[src/conv_ctl_pkg.sv]
/*
 * constants and carrier types for the converter sequencing block.
 * assumes a 25 MHz system clock; the converter clock is derived
 * from it as an enable pulse, never as a separate clock.
 */
`default_nettype none
package conv_ctl_pkg;
	// ----------------------------------------------------------------
	// clock and settling times
	// ----------------------------------------------------------------
	localparam int CLK_KHZ           = 25000;
	localparam int BGR_SETTLE_MS     = 5;
	localparam int BGR_SETTLE_CYCLES = BGR_SETTLE_MS * CLK_KHZ;
	localparam int PWD_SETTLE_US     = 1000;
	localparam int PWD_SETTLE_CYCLES = (PWD_SETTLE_US * CLK_KHZ) / 1000;
	localparam int SETTLE_W          = 17;
	// converter clock half period in system cycles (12.5 MHz converter clock)
	localparam int CONV_HALF_CYCLES  = 1;
	localparam int DIV_W             = 1;
	localparam logic [DIV_W-1:0] DIV_LAST = DIV_W'(CONV_HALF_CYCLES - 1);

	// ----------------------------------------------------------------
	// sequencing counts, in converter half periods
	// ----------------------------------------------------------------
	localparam logic [5:0] TRIG_DELAY_HALVES = 6'h05;
	localparam logic [5:0] GAP_SEQ_HALVES    = 6'h02;
	localparam logic [5:0] GAP_DUAL_HALVES   = 6'h04;
	localparam logic [5:0] HALVES_ONE        = 6'h01;
	localparam logic [3:0] RESULT_A_HALVES   = 4'h8;
	localparam logic [3:0] RESULT_B_GAP      = 4'h2;

	// ----------------------------------------------------------------
	// widths, depths and delays
	// ----------------------------------------------------------------
	localparam int DATA_W     = 12;
	localparam int CH_W       = 4;
	localparam int ACQ_W      = 4;
	localparam int FIFO_DEPTH = 4;
	localparam int LVL_W      = 3;
	localparam int PIPE_SLOTS = 4;
	localparam int FLAG_DELAY = 2;

	typedef enum logic [1:0] {ST_IDLE, ST_DELAY, ST_HOLD, ST_GAP} seq_state_t;

	typedef struct packed {
		logic [CH_W-1:0]   channel;
		logic [DATA_W-1:0] data;
	} result_t;

	typedef struct packed {
		logic              valid;
		logic              pair;
		logic              b_phase;
		logic [3:0]        halves;
		logic [CH_W-1:0]   channel;
		logic [DATA_W-1:0] data_a;
		logic [DATA_W-1:0] data_b;
	} pipe_slot_t;
endpackage
`default_nettype wire

[src/conv_sequencer.sv]
/*
 * converter control: power-up settling, trigger selection, sample/hold
 * pulse timing, result latency, result fifo and delayed done flag.
 * assumes the analog core presents converted codes on the a/b inputs,
 * same clock; the external start pin is asynchronous.
 */
// Overview of operation
// - all three power bits may be set together; bandgap delay then applies.
// - sixteen input channels selected by software, single or paired.
// - each conversion yields a 12-bit result.
// - dual sample select 0 is sequential, 1 is simultaneous paired sampling.
// - pwm event, software or external start pin can start a conversion.
// - sequential mode converts selected channel each pulse, optionally continuously.
// - input sampled at the falling edge of the sample/hold pulse.
// - sample/hold pulse lasts one plus acquisition field converter clocks.
// - sampling pulse begins 2.5 converter clocks after the trigger.
// - first result appears 4 converter clocks after sampling.
// - successive sequential-mode results spaced two plus acquisition field converter clocks.
// - done flag set a few system cycles after the result update.
`timescale 1ns/100ps
`default_nettype none
module conv_sequencer
	import conv_ctl_pkg::*;
#(
	parameter int BGR_CYCLES = BGR_SETTLE_CYCLES,
	parameter int PWD_CYCLES = PWD_SETTLE_CYCLES
)(
	input  wire logic              CORE_CLK_I,
	input  wire logic              RST_B_I,
	input  wire logic [1:0]        BANDGAP_REF_POWER_BITS_I,
	input  wire logic              CORE_POWER_ON_BIT_I,
	input  wire logic              DUAL_SAMPLE_SELECT_I,
	input  wire logic [ACQ_W-1:0]  ACQ_WINDOW_I,
	input  wire logic [CH_W-1:0]   CHANNEL_SEL_I,
	input  wire logic              CONTINUOUS_I,
	input  wire logic              SW_TRIGGER_I,
	input  wire logic              PWM_TRIGGER_I,
	input  wire logic              EXTERNAL_CONVERSION_START_I,
	input  wire logic              FLAG_CLEAR_I,
	input  wire logic [DATA_W-1:0] ANALOG_A_I,
	input  wire logic [DATA_W-1:0] ANALOG_B_I,
	output logic                   SAMPLE_HOLD_O,
	output logic [CH_W-1:0]        ANALOG_CHANNEL_O,
	output logic [DATA_W-1:0]      RESULT_REG_O,
	output logic [CH_W-1:0]        RESULT_CH_O,
	output logic                   CONV_FLAG_O,
	output logic                   READY_O,
	output logic                   BUSY_O,
	output logic                   RESULT_VALID_O,
	input  wire logic              RESULT_READY_I,
	output result_t                RESULT_DATA_O
);
	// ----------------------------------------------------------------
	// state
	// ----------------------------------------------------------------
	typedef struct packed {
		seq_state_t                  st;
		logic [5:0]                  cnt;
		logic                        sh;
		logic                        smp;
		logic                        chain;
		logic [ACQ_W-1:0]            acq;
		logic                        dual;
		logic [CH_W-1:0]             ch;
		pipe_slot_t [PIPE_SLOTS-1:0] pipe;
		logic [DATA_W-1:0]           result;
		logic [CH_W-1:0]             result_ch;
		logic                        res_upd;
		logic [FLAG_DELAY-1:0]       flag_dly;
		logic                        flag;
		logic [2:0]                  ext_sync;
		logic                        ext_lvl;
		logic [SETTLE_W-1:0]         bgr_cnt;
		logic                        bgr_ok;
		logic [SETTLE_W-1:0]         pwd_cnt;
		logic                        pwd_ok;
		logic [DIV_W-1:0]            div;
		logic [5:0]                  sh_len;
		logic [6:0]                  smp_gap;
	} ctl_state_t;

	ctl_state_t  cs;
	ctl_state_t  next_cs;
	logic        tick;
	logic        ext_edge;
	logic        power;
	logic        room;
	logic        accept;
	logic        fire;
	result_t     fire_data;
	logic        fifo_ready;
	logic [LVL_W-1:0] fifo_level;
	logic [3:0]  pending;
	logic [3:0]  need;

	function automatic logic [3:0] count_pending(input pipe_slot_t [PIPE_SLOTS-1:0] p);
		logic [3:0] n;
		n = '0;
		for (int i = 0; i < PIPE_SLOTS; i++)
		begin
			if (p[i].valid)
				n = n + 4'h1 + 4'(p[i].pair && !p[i].b_phase);
		end
		return n;
	endfunction

	function automatic logic [5:0] hold_halves(input logic [ACQ_W-1:0] acq);
		return (6'(acq) + HALVES_ONE) << 1;
	endfunction

	assign power    = CORE_POWER_ON_BIT_I;
	assign tick     = (cs.div == DIV_LAST);
	assign ext_edge = cs.ext_sync[1] && cs.ext_sync[2] && !cs.ext_lvl;
	assign pending  = count_pending(cs.pipe);
	assign need     = DUAL_SAMPLE_SELECT_I ? 4'h2 : 4'h1;
	// refuse new samples unless every result in flight has a fifo slot
	assign room     = (4'(fifo_level) + pending + need) <= 4'(FIFO_DEPTH);
	assign accept   = (SW_TRIGGER_I || PWM_TRIGGER_I || ext_edge)
		&& power && room && (cs.st == ST_IDLE);

	// ----------------------------------------------------------------
	// next state
	// ----------------------------------------------------------------
	always_comb
	begin
		logic go_hold;
		logic placed;
		go_hold   = 1'b0;
		placed    = 1'b0;
		fire      = 1'b0;
		fire_data = '0;
		next_cs   = cs;
		next_cs.smp     = 1'b0;
		next_cs.res_upd = 1'b0;
		next_cs.div = tick ? '0 : cs.div + 1'b1;

		// external start pin: three stages, change counted when 2 and 3 agree
		next_cs.ext_sync = {cs.ext_sync[1:0], EXTERNAL_CONVERSION_START_I};
		if (cs.ext_sync[1] == cs.ext_sync[2])
			next_cs.ext_lvl = cs.ext_sync[2];

		// counters run side by side, so writing all bits at once works
		if (BANDGAP_REF_POWER_BITS_I != 2'b11)
		begin
			next_cs.bgr_cnt = '0;
			next_cs.bgr_ok  = 1'b0;
		end
		else if (cs.bgr_cnt == SETTLE_W'(BGR_CYCLES - 1))
			next_cs.bgr_ok = 1'b1;
		else
			next_cs.bgr_cnt = cs.bgr_cnt + 1'b1;
		if (!power)
		begin
			next_cs.pwd_cnt = '0;
			next_cs.pwd_ok  = 1'b0;
		end
		else if (cs.pwd_cnt == SETTLE_W'(PWD_CYCLES - 1))
			next_cs.pwd_ok = 1'b1;
		else
			next_cs.pwd_cnt = cs.pwd_cnt + 1'b1;

		// result pipeline, one result at most per cycle
		for (int i = 0; i < PIPE_SLOTS; i++)
		begin
			if (cs.pipe[i].valid && tick)
			begin
				if (cs.pipe[i].halves == 4'h1)
				begin
					fire = 1'b1;
					fire_data.channel = cs.pipe[i].b_phase ?
						{1'b1, cs.pipe[i].channel[CH_W-2:0]} : cs.pipe[i].channel;
					fire_data.data = cs.pipe[i].b_phase ? cs.pipe[i].data_b : cs.pipe[i].data_a;
					if (cs.pipe[i].pair && !cs.pipe[i].b_phase)
					begin
						next_cs.pipe[i].b_phase = 1'b1;
						next_cs.pipe[i].halves  = RESULT_B_GAP;
					end
					else
						next_cs.pipe[i].valid = 1'b0;
				end
				else
					next_cs.pipe[i].halves = cs.pipe[i].halves - 4'h1;
			end
		end
		if (fire)
		begin
			next_cs.result    = fire_data.data;
			next_cs.result_ch = fire_data.channel;
			next_cs.res_upd   = 1'b1;
		end

		// flag follows the result by a short fixed delay; set wins
		// fed from the update made this cycle, so the flag lands FLAG_DELAY after the result
		next_cs.flag_dly = {cs.flag_dly[FLAG_DELAY-2:0], next_cs.res_upd};
		next_cs.flag = cs.flag_dly[FLAG_DELAY-1] || (cs.flag && !FLAG_CLEAR_I);

		unique case (cs.st)
			ST_IDLE:
			begin
				// 2.5 converter clocks counted in half periods
				if (accept)
				begin
					next_cs.st  = ST_DELAY;
					next_cs.cnt = TRIG_DELAY_HALVES - HALVES_ONE;
				end
			end
			ST_DELAY:
			begin
				if (tick && cs.cnt == HALVES_ONE)
					go_hold = 1'b1;
				else if (tick)
					next_cs.cnt = cs.cnt - HALVES_ONE;
			end
			ST_HOLD:
			begin
				if (tick && cs.cnt == HALVES_ONE)
				begin
					// capture on the falling edge of the pulse
					next_cs.sh  = 1'b0;
					next_cs.smp = 1'b1;
					next_cs.st  = ST_GAP;
					next_cs.cnt = cs.dual ? GAP_DUAL_HALVES : GAP_SEQ_HALVES;
					for (int i = 0; i < PIPE_SLOTS; i++)
					begin
						if (!cs.pipe[i].valid && !placed)
						begin
							placed = 1'b1;
							next_cs.pipe[i].valid   = 1'b1;
							next_cs.pipe[i].pair    = cs.dual;
							next_cs.pipe[i].b_phase = 1'b0;
							next_cs.pipe[i].halves  = RESULT_A_HALVES;
							next_cs.pipe[i].channel = cs.ch;
							next_cs.pipe[i].data_a  = ANALOG_A_I;
							next_cs.pipe[i].data_b  = ANALOG_B_I;
						end
					end
				end
				else if (tick)
					next_cs.cnt = cs.cnt - HALVES_ONE;
			end
			ST_GAP:
			begin
				// one clock gap (two in paired mode) keeps successive sequential results 2 + acq apart
				// continuous conversion restarts without a trigger
				if (tick && cs.cnt == HALVES_ONE)
				begin
					if (CONTINUOUS_I && room)
					begin
						go_hold = 1'b1;
						next_cs.chain = 1'b1;
					end
					else if (CONTINUOUS_I)
						next_cs.chain = 1'b0;
					else
						next_cs.st = ST_IDLE;
				end
				else if (tick)
					next_cs.cnt = cs.cnt - HALVES_ONE;
			end
		endcase

		if (go_hold)
		begin
			// width of 1 + acquisition field converter clocks
			next_cs.st   = ST_HOLD;
			next_cs.sh   = 1'b1;
			next_cs.acq  = ACQ_WINDOW_I;
			next_cs.cnt  = hold_halves(ACQ_WINDOW_I);
			// paired mode samples channel n and n + 8 together
			next_cs.dual = DUAL_SAMPLE_SELECT_I;
			next_cs.ch   = DUAL_SAMPLE_SELECT_I ? {1'b0, CHANNEL_SEL_I[CH_W-2:0]} : CHANNEL_SEL_I;
			if (cs.st == ST_DELAY || ACQ_WINDOW_I != cs.acq || DUAL_SAMPLE_SELECT_I != cs.dual)
				next_cs.chain = 1'b0;
		end
		if (cs.st == ST_IDLE)
			next_cs.chain = 1'b0;

		// losing core power aborts the sequence at once
		if (!power)
		begin
			next_cs.st    = ST_IDLE;
			next_cs.sh    = 1'b0;
			next_cs.smp   = 1'b0;
			next_cs.chain = 1'b0;
		end

		// checking helpers
		next_cs.sh_len  = cs.sh ? cs.sh_len + 6'h01 : 6'h00;
		// restarts one cycle after a sample, so it holds the full spacing at the next one
		next_cs.smp_gap = cs.smp ? 7'h01 : ((cs.smp_gap == 7'h7F) ? cs.smp_gap : cs.smp_gap + 7'h01);
	end

	always_ff @(posedge CORE_CLK_I or negedge RST_B_I)
	begin
		if (!RST_B_I)
		begin
			cs    <= '0;
			cs.st <= ST_IDLE;
		end
		else
			cs <= next_cs;
	end

	// ----------------------------------------------------------------
	// result fifo
	// ----------------------------------------------------------------
	// twelve-bit codes travel with their channel
	result_fifo #(
		.WIDTH ($bits(result_t)),
		.DEPTH (FIFO_DEPTH)
	) u_fifo (
		.clk_i       (CORE_CLK_I),
		.rst_b_i     (RST_B_I),
		.in_valid_i  (fire),
		.in_ready_o  (fifo_ready),
		.in_data_i   (fire_data),
		.out_valid_o (RESULT_VALID_O),
		.out_ready_i (RESULT_READY_I),
		.out_data_o  (RESULT_DATA_O),
		.level_o     (fifo_level)
	);

	assign SAMPLE_HOLD_O    = cs.sh;
	assign ANALOG_CHANNEL_O = cs.ch;
	assign RESULT_REG_O     = cs.result;
	assign RESULT_CH_O      = cs.result_ch;
	assign CONV_FLAG_O      = cs.flag;
	// ready is advisory only; conversions are gated by the power bit alone
	assign READY_O          = cs.bgr_ok && cs.pwd_ok;
	assign BUSY_O           = (cs.st != ST_IDLE) || (pending != 4'h0);
endmodule
`default_nettype wire

[src/result_fifo.sv]
/*
 * small flip-flop fifo for conversion results, valid/ready on both sides.
 * assumes a single clock and an active-low asynchronous reset.
 */
`timescale 1ns/100ps
`default_nettype none
module result_fifo
	import conv_ctl_pkg::*;
#(
	parameter int WIDTH = 16,
	parameter int DEPTH = 4
)(
	input  wire logic                       clk_i,
	input  wire logic                       rst_b_i,
	input  wire logic                       in_valid_i,
	output logic                            in_ready_o,
	input  wire logic [WIDTH-1:0]           in_data_i,
	output logic                            out_valid_o,
	input  wire logic                       out_ready_i,
	output logic [WIDTH-1:0]                out_data_o,
	output logic [$clog2(DEPTH):0]          level_o
);
	localparam int PW = $clog2(DEPTH);

	typedef struct packed {
		logic [DEPTH-1:0][WIDTH-1:0] mem;
		logic [PW-1:0]               rd;
		logic [PW-1:0]               wr;
		logic [PW:0]                 cnt;
	} fifo_state_t;

	fifo_state_t cs;
	fifo_state_t next_cs;
	logic        push;
	logic        pop;

	assign in_ready_o  = (cs.cnt != (PW+1)'(DEPTH));
	assign out_valid_o = (cs.cnt != '0);
	assign out_data_o  = cs.mem[cs.rd];
	assign level_o     = cs.cnt;
	assign push        = in_valid_i && in_ready_o;
	assign pop         = out_valid_o && out_ready_i;

	always_comb
	begin
		next_cs = cs;
		if (push)
		begin
			next_cs.mem[cs.wr] = in_data_i;
			next_cs.wr = (cs.wr == PW'(DEPTH - 1)) ? '0 : cs.wr + 1'b1;
		end
		if (pop)
		begin
			next_cs.rd = (cs.rd == PW'(DEPTH - 1)) ? '0 : cs.rd + 1'b1;
		end
		// simultaneous push and pop leaves the count alone
		next_cs.cnt = cs.cnt + (PW+1)'(push) - (PW+1)'(pop);
	end

	always_ff @(posedge clk_i or negedge rst_b_i)
	begin
		if (!rst_b_i)
			cs <= '0;
		else
			cs <= next_cs;
	end
endmodule
`default_nettype wire
[config.mk]
export PLATFORM = sky130hd
export DESIGN_NAME = conv_sequencer
export DESIGN_NICKNAME = d
export VERILOG_FILES = /design/src/conv_ctl_pkg.sv /design/src/conv_sequencer.sv /design/src/result_fifo.sv
export SDC_FILE = /design/constraint.sdc
export NUM_CORES = 1
export LEC_CHECK = 0
export ABC_AREA = 1
export ABC_CLOCK_PERIOD_IN_PS = 10100
export BUFFER_PORTS_ARGS = -buffer_cell sky130_fd_sc_hd__buf_4
export CAP_MARGIN = 20
export CORE_MARGIN = 2
export CORE_UTILIZATION = 45
export DETAILED_ROUTE_END_ITERATION = 7
export PLACE_DENSITY = 0.63
export SETUP_SLACK_MARGIN = 0.5
export SLEW_MARGIN = 0
export SYNTH_ARGS = -nofsm -noshare
export SYNTH_HDL_FRONTEND = slang
export SYNTH_SLANG_ARGS = --single-unit
[constraint.sdc]
create_clock -name CORE_CLK_I -period 10.1 [get_ports CORE_CLK_I]
set_input_delay 0.505 -clock CORE_CLK_I [delete_from_list [all_inputs] [get_ports CORE_CLK_I]]
set_output_delay 0.505 -clock CORE_CLK_I [all_outputs]
set_load 0.01 [all_outputs]
==> impl_metrics.yaml <==
sta:
  setup_total_neg_slack_ps: 0
  worst_clock_skew_ps: 22.7
  timing.fmax_mhz: 186
  finalHoldViolations: 0
  min_period_ps: 5380
  worst-slew-pin-transition_ps: 1090
  timing.max_slew.rel_slack_pct: 27.4
  final_max_slew_viol_count: 0
  rsz0062_at_grt: "false"
  period_share_pct: 53.3
  setup_ws_ps: 4720
  finalSetupViolCount: 0
setup_path:
  worst-r2r-setup-slack_ps: 4720
  timing.critical_path.slowest_stage_cell: "dfrtp_1"
  worstSetupEndpointType: "register"
  timing.critical_path.buf_inv: 6
  critical_path_peak_fanout: 16
  timing.critical_path.mode_cell: "nand2_1"
  worst_ep_required_ps: 10490
  critPathKind: "register to register"
  r2r_cells: 26
  critical_path.reg2reg.startpoint: "cs[176]"
  crit_path_start_kind: "register"
  worstPathArrival_ps: 5770
  crit_family: "adder cells"
  cpPeakStageDelay_ps: 680
  r2r-end: "cs[229]"
synth:
  post-synth-top-area-cell: "dfrtp_1"
  post_synth_and_or_nand_nor_area_fraction_pct: 17.4
  ys_seq_elements: 284
  synth-edff-count: 0
  synth_compound_area_share_pct: 13.3
  synthesis.nets: 1634
  yosys_warnings: 0
  synthAdderAreaFrac_pct: 3.76
  yosys-mux-area-fraction_pct: 5.77
  synth_xor_area_share_pct: 1.14
  syn-cell-area_um2: 13800
  yosysUniqueCellTypes: 45
  combinational_family_with_the_most_area_after_synthesis: "simple AND/OR/NAND/NOR gates"
  synthTopCellsByArea: "dfrtp_1, nand2_1, o21ai_0"
  synth_common_cells: "nand2_1, dfrtp_1, o21ai_0"
  synth_top_area_share_pct: 51.5
  avgSynthCellArea_um2: 8.89
  asyncSetResetFlopFracSynth_pct: 100
  post_synthesis_cells: 1551
  ys_dominant_reg_cell: "dfrtp_1"
  cell_with_the_most_instances_after_synthesis: "nand2_1"
  synth.yosys.seq_area_share_pct: 51.5
grt:
  first_pass_grt_wire_length_um: 52800
  grt_start_max_net_pins: 186
  antenna_violations_before_repair: 0
  grt_use_total_pct: 20.8
  via_count_of_the_first_global_routing_pass: 10400
  gr-total-overflow: 0
clocking:
  cts_hold_buffers: 0
  htreeDepth: 2
  tritoncts: "done"
  post_cts_resized: 0
  clk_path_buf_depth: 3
  clk-insertion-delay-late_ps: 510
  post-cts-setup-buffer-count: 0
  path_clk_slew_ps: 60
  numClockSinks: 284
  cts-root-buf: "clkbuf_16"
  cts_buffers: 34
detailed_routing:
  drc: 0
  wire_per_inst_um: 15.9
  routed_wirelength_um: 32200
  drt_iter0_markers: 731
  drt-vias-per-instance: 5.20
  first_pass_iters: 5
  antenna_violating_nets_post_route: 0
  via_count: 10500
die:
  placementRows: 64
  dieHeight_um: 179
  ios: 85
  fp.dieW_um: 179
  fp.dieArea_um2: 32100
  fp.coreArea_um2: 30300
  initial_core_util_pct: 45.4
cells_and_area:
  multi_input_comb_area_um2: 5720
  final-seq-area_um2: 7110
  number_of_inserted_filler_cells_in_the_final_layout: 2885
  antenna_cells_inserted: 0
  nets: 1681
  fraction_of_layout_cells_with_a_size_suffix_above_1_pct: 13.6
  area_growth_syn_to_layout_pct: 14.3
  filler_free_cell_count_of_the_finished_design: 2018
pwr:
  sequentialPowerShare_pct: 40.2
  power_switching_w: 0.00111
  peakVddDrop_mv: 0.120
  power.static_leakage_nw: 7.96
  power_switching_share_pct: 31.5
  internal-power_w: 0.00242
  power.combinational.fraction_pct: 24.3
  power_density_nw_per_um2: 224
  p_clk_share_pct: 35.4
run:
  max_cap_viol_count: 0
placement:
  numPlacedInstances: 1956
  place.port_buffers: 84
  detailedPlacementHpwl_um: 21500
  dpl_worst_slack_ps: 4780
  gpl.final_weighted_congestion: 0.873
status:
  run_status: "complete, no violations"
min_path:
  worstHoldPathType: "input pin to asynchronous set/reset pin"
## stage by stage
stage                     area (µm²)  hold WS, ps  util [%]  power [W]
after floorplan                13800          209         -    0.00201
after global placement         14600          335      48.0    0.00229
after detailed placement       14600          336      48.0    0.00231
after CTS                      15700         56.7      51.8    0.00357
after global routing           15800         72.0      51.9    0.00377
final                          15800         12.6      51.9    0.00354
## sequential cells by signal, summed over array words and instances (netlist names)
| register | count |
|---|---|
| cs | 191 |
| RESULT_REG_O | 12 |
| ANALOG_CHANNEL_O | 4 |
| u_fifo.cs | 68 |
| u_fifo.level_o | 3 |
| RESULT_CH_O | 4 |
| SAMPLE_HOLD_O | 1 |
| CONV_FLAG_O | 1 |
## cells by family after synthesis
family | Yosys count
AND/OR/NAND/NOR | 581
AO/OA/AOI/OAI | 343
flip-flops | 284
buffers and inverters | 226
multiplexers | 60
adder cells (fa/ha/maj) | 39
XOR/XNOR | 18
## layout by cell type, fill, tap and decap left out, types with 4 or more instances in the layout
master / netlist / final
a21oi_1: 80 / 80
a31oi_1: 9 / 9
buf_4: 22 / 86
clkbuf_16: 0 / 35
clkbuf_8: 0 / 9
clkinv_2: 0 / 7
dfrtp_1: 284 / 284
fa_1: 4 / 4
ha_1: 35 / 35
inv_1: 119 / 119
inv_2: 25 / 25
mux2_1: 28 / 28
mux2_4: 32 / 32
nand2_1: 392 / 392
nand3_1: 48 / 46
nand4_1: 10 / 10
nor2_1: 94 / 94
nor2_4: 8 / 8
nor3_1: 10 / 10
nor4_1: 8 / 8
o21a_1: 4 / 4
o21ai_0: 140 / 140
o21ai_1: 61 / 61
o22ai_1: 22 / 22
o31ai_1: 12 / 12
or2_2: 4 / 4
xnor2_1: 9 / 9
xor2_1: 9 / 9
## worst max path at each step
| stage | cells after the start | from | slack (ps) | end |
|---|---|---|---|---|
| floorplan | 26 | cs[106] | 5970 | cs[229] |
| global placement | 26 | cs[176] | 4940 | cs[229] |
| detailed placement | 26 | cs[176] | 4780 | cs[229] |
| CTS | 26 | cs[176] | 4770 | cs[229] |
| global route | 26 | cs[176] | 4310 | cs[229] |
| finish | 26 | cs[176] | 4720 | cs[229] |
## power by group through the flow
stage | Sequential (W) | Combinational (W) | Clock [W]
finish | 0.00142 | 0.000861 | 0.00125
floorplan | 0.00139 | 0.000619 | 0
global route | 0.00144 | 0.000996 | 0.00133
global placement | 0.00144 | 0.000850 | 0
detailed placement | 0.00144 | 0.000870 | 0
CTS | 0.00142 | 0.000873 | 0.00128
## metal layers
layer  part of all wire [%]  routed length (µm)  global-route usage, %
met3                    4.0                1290                   3.18
met2                     47               15200                   34.3
met5                      0                   0                      0
met1                     46               14800                   28.4
met4                    2.6                 843                   6.47
## final cells by class
cell class	count	share of cell area [%]
clock inverter	13	0.953
inverter	147	3.52
timing repair buffer	90	4.57
multi-input combinational	1041	36.3
tap	396	3.14
sequential	284	45.1
clock buffer	47	6.41
(Power assumes the default switching activity.)
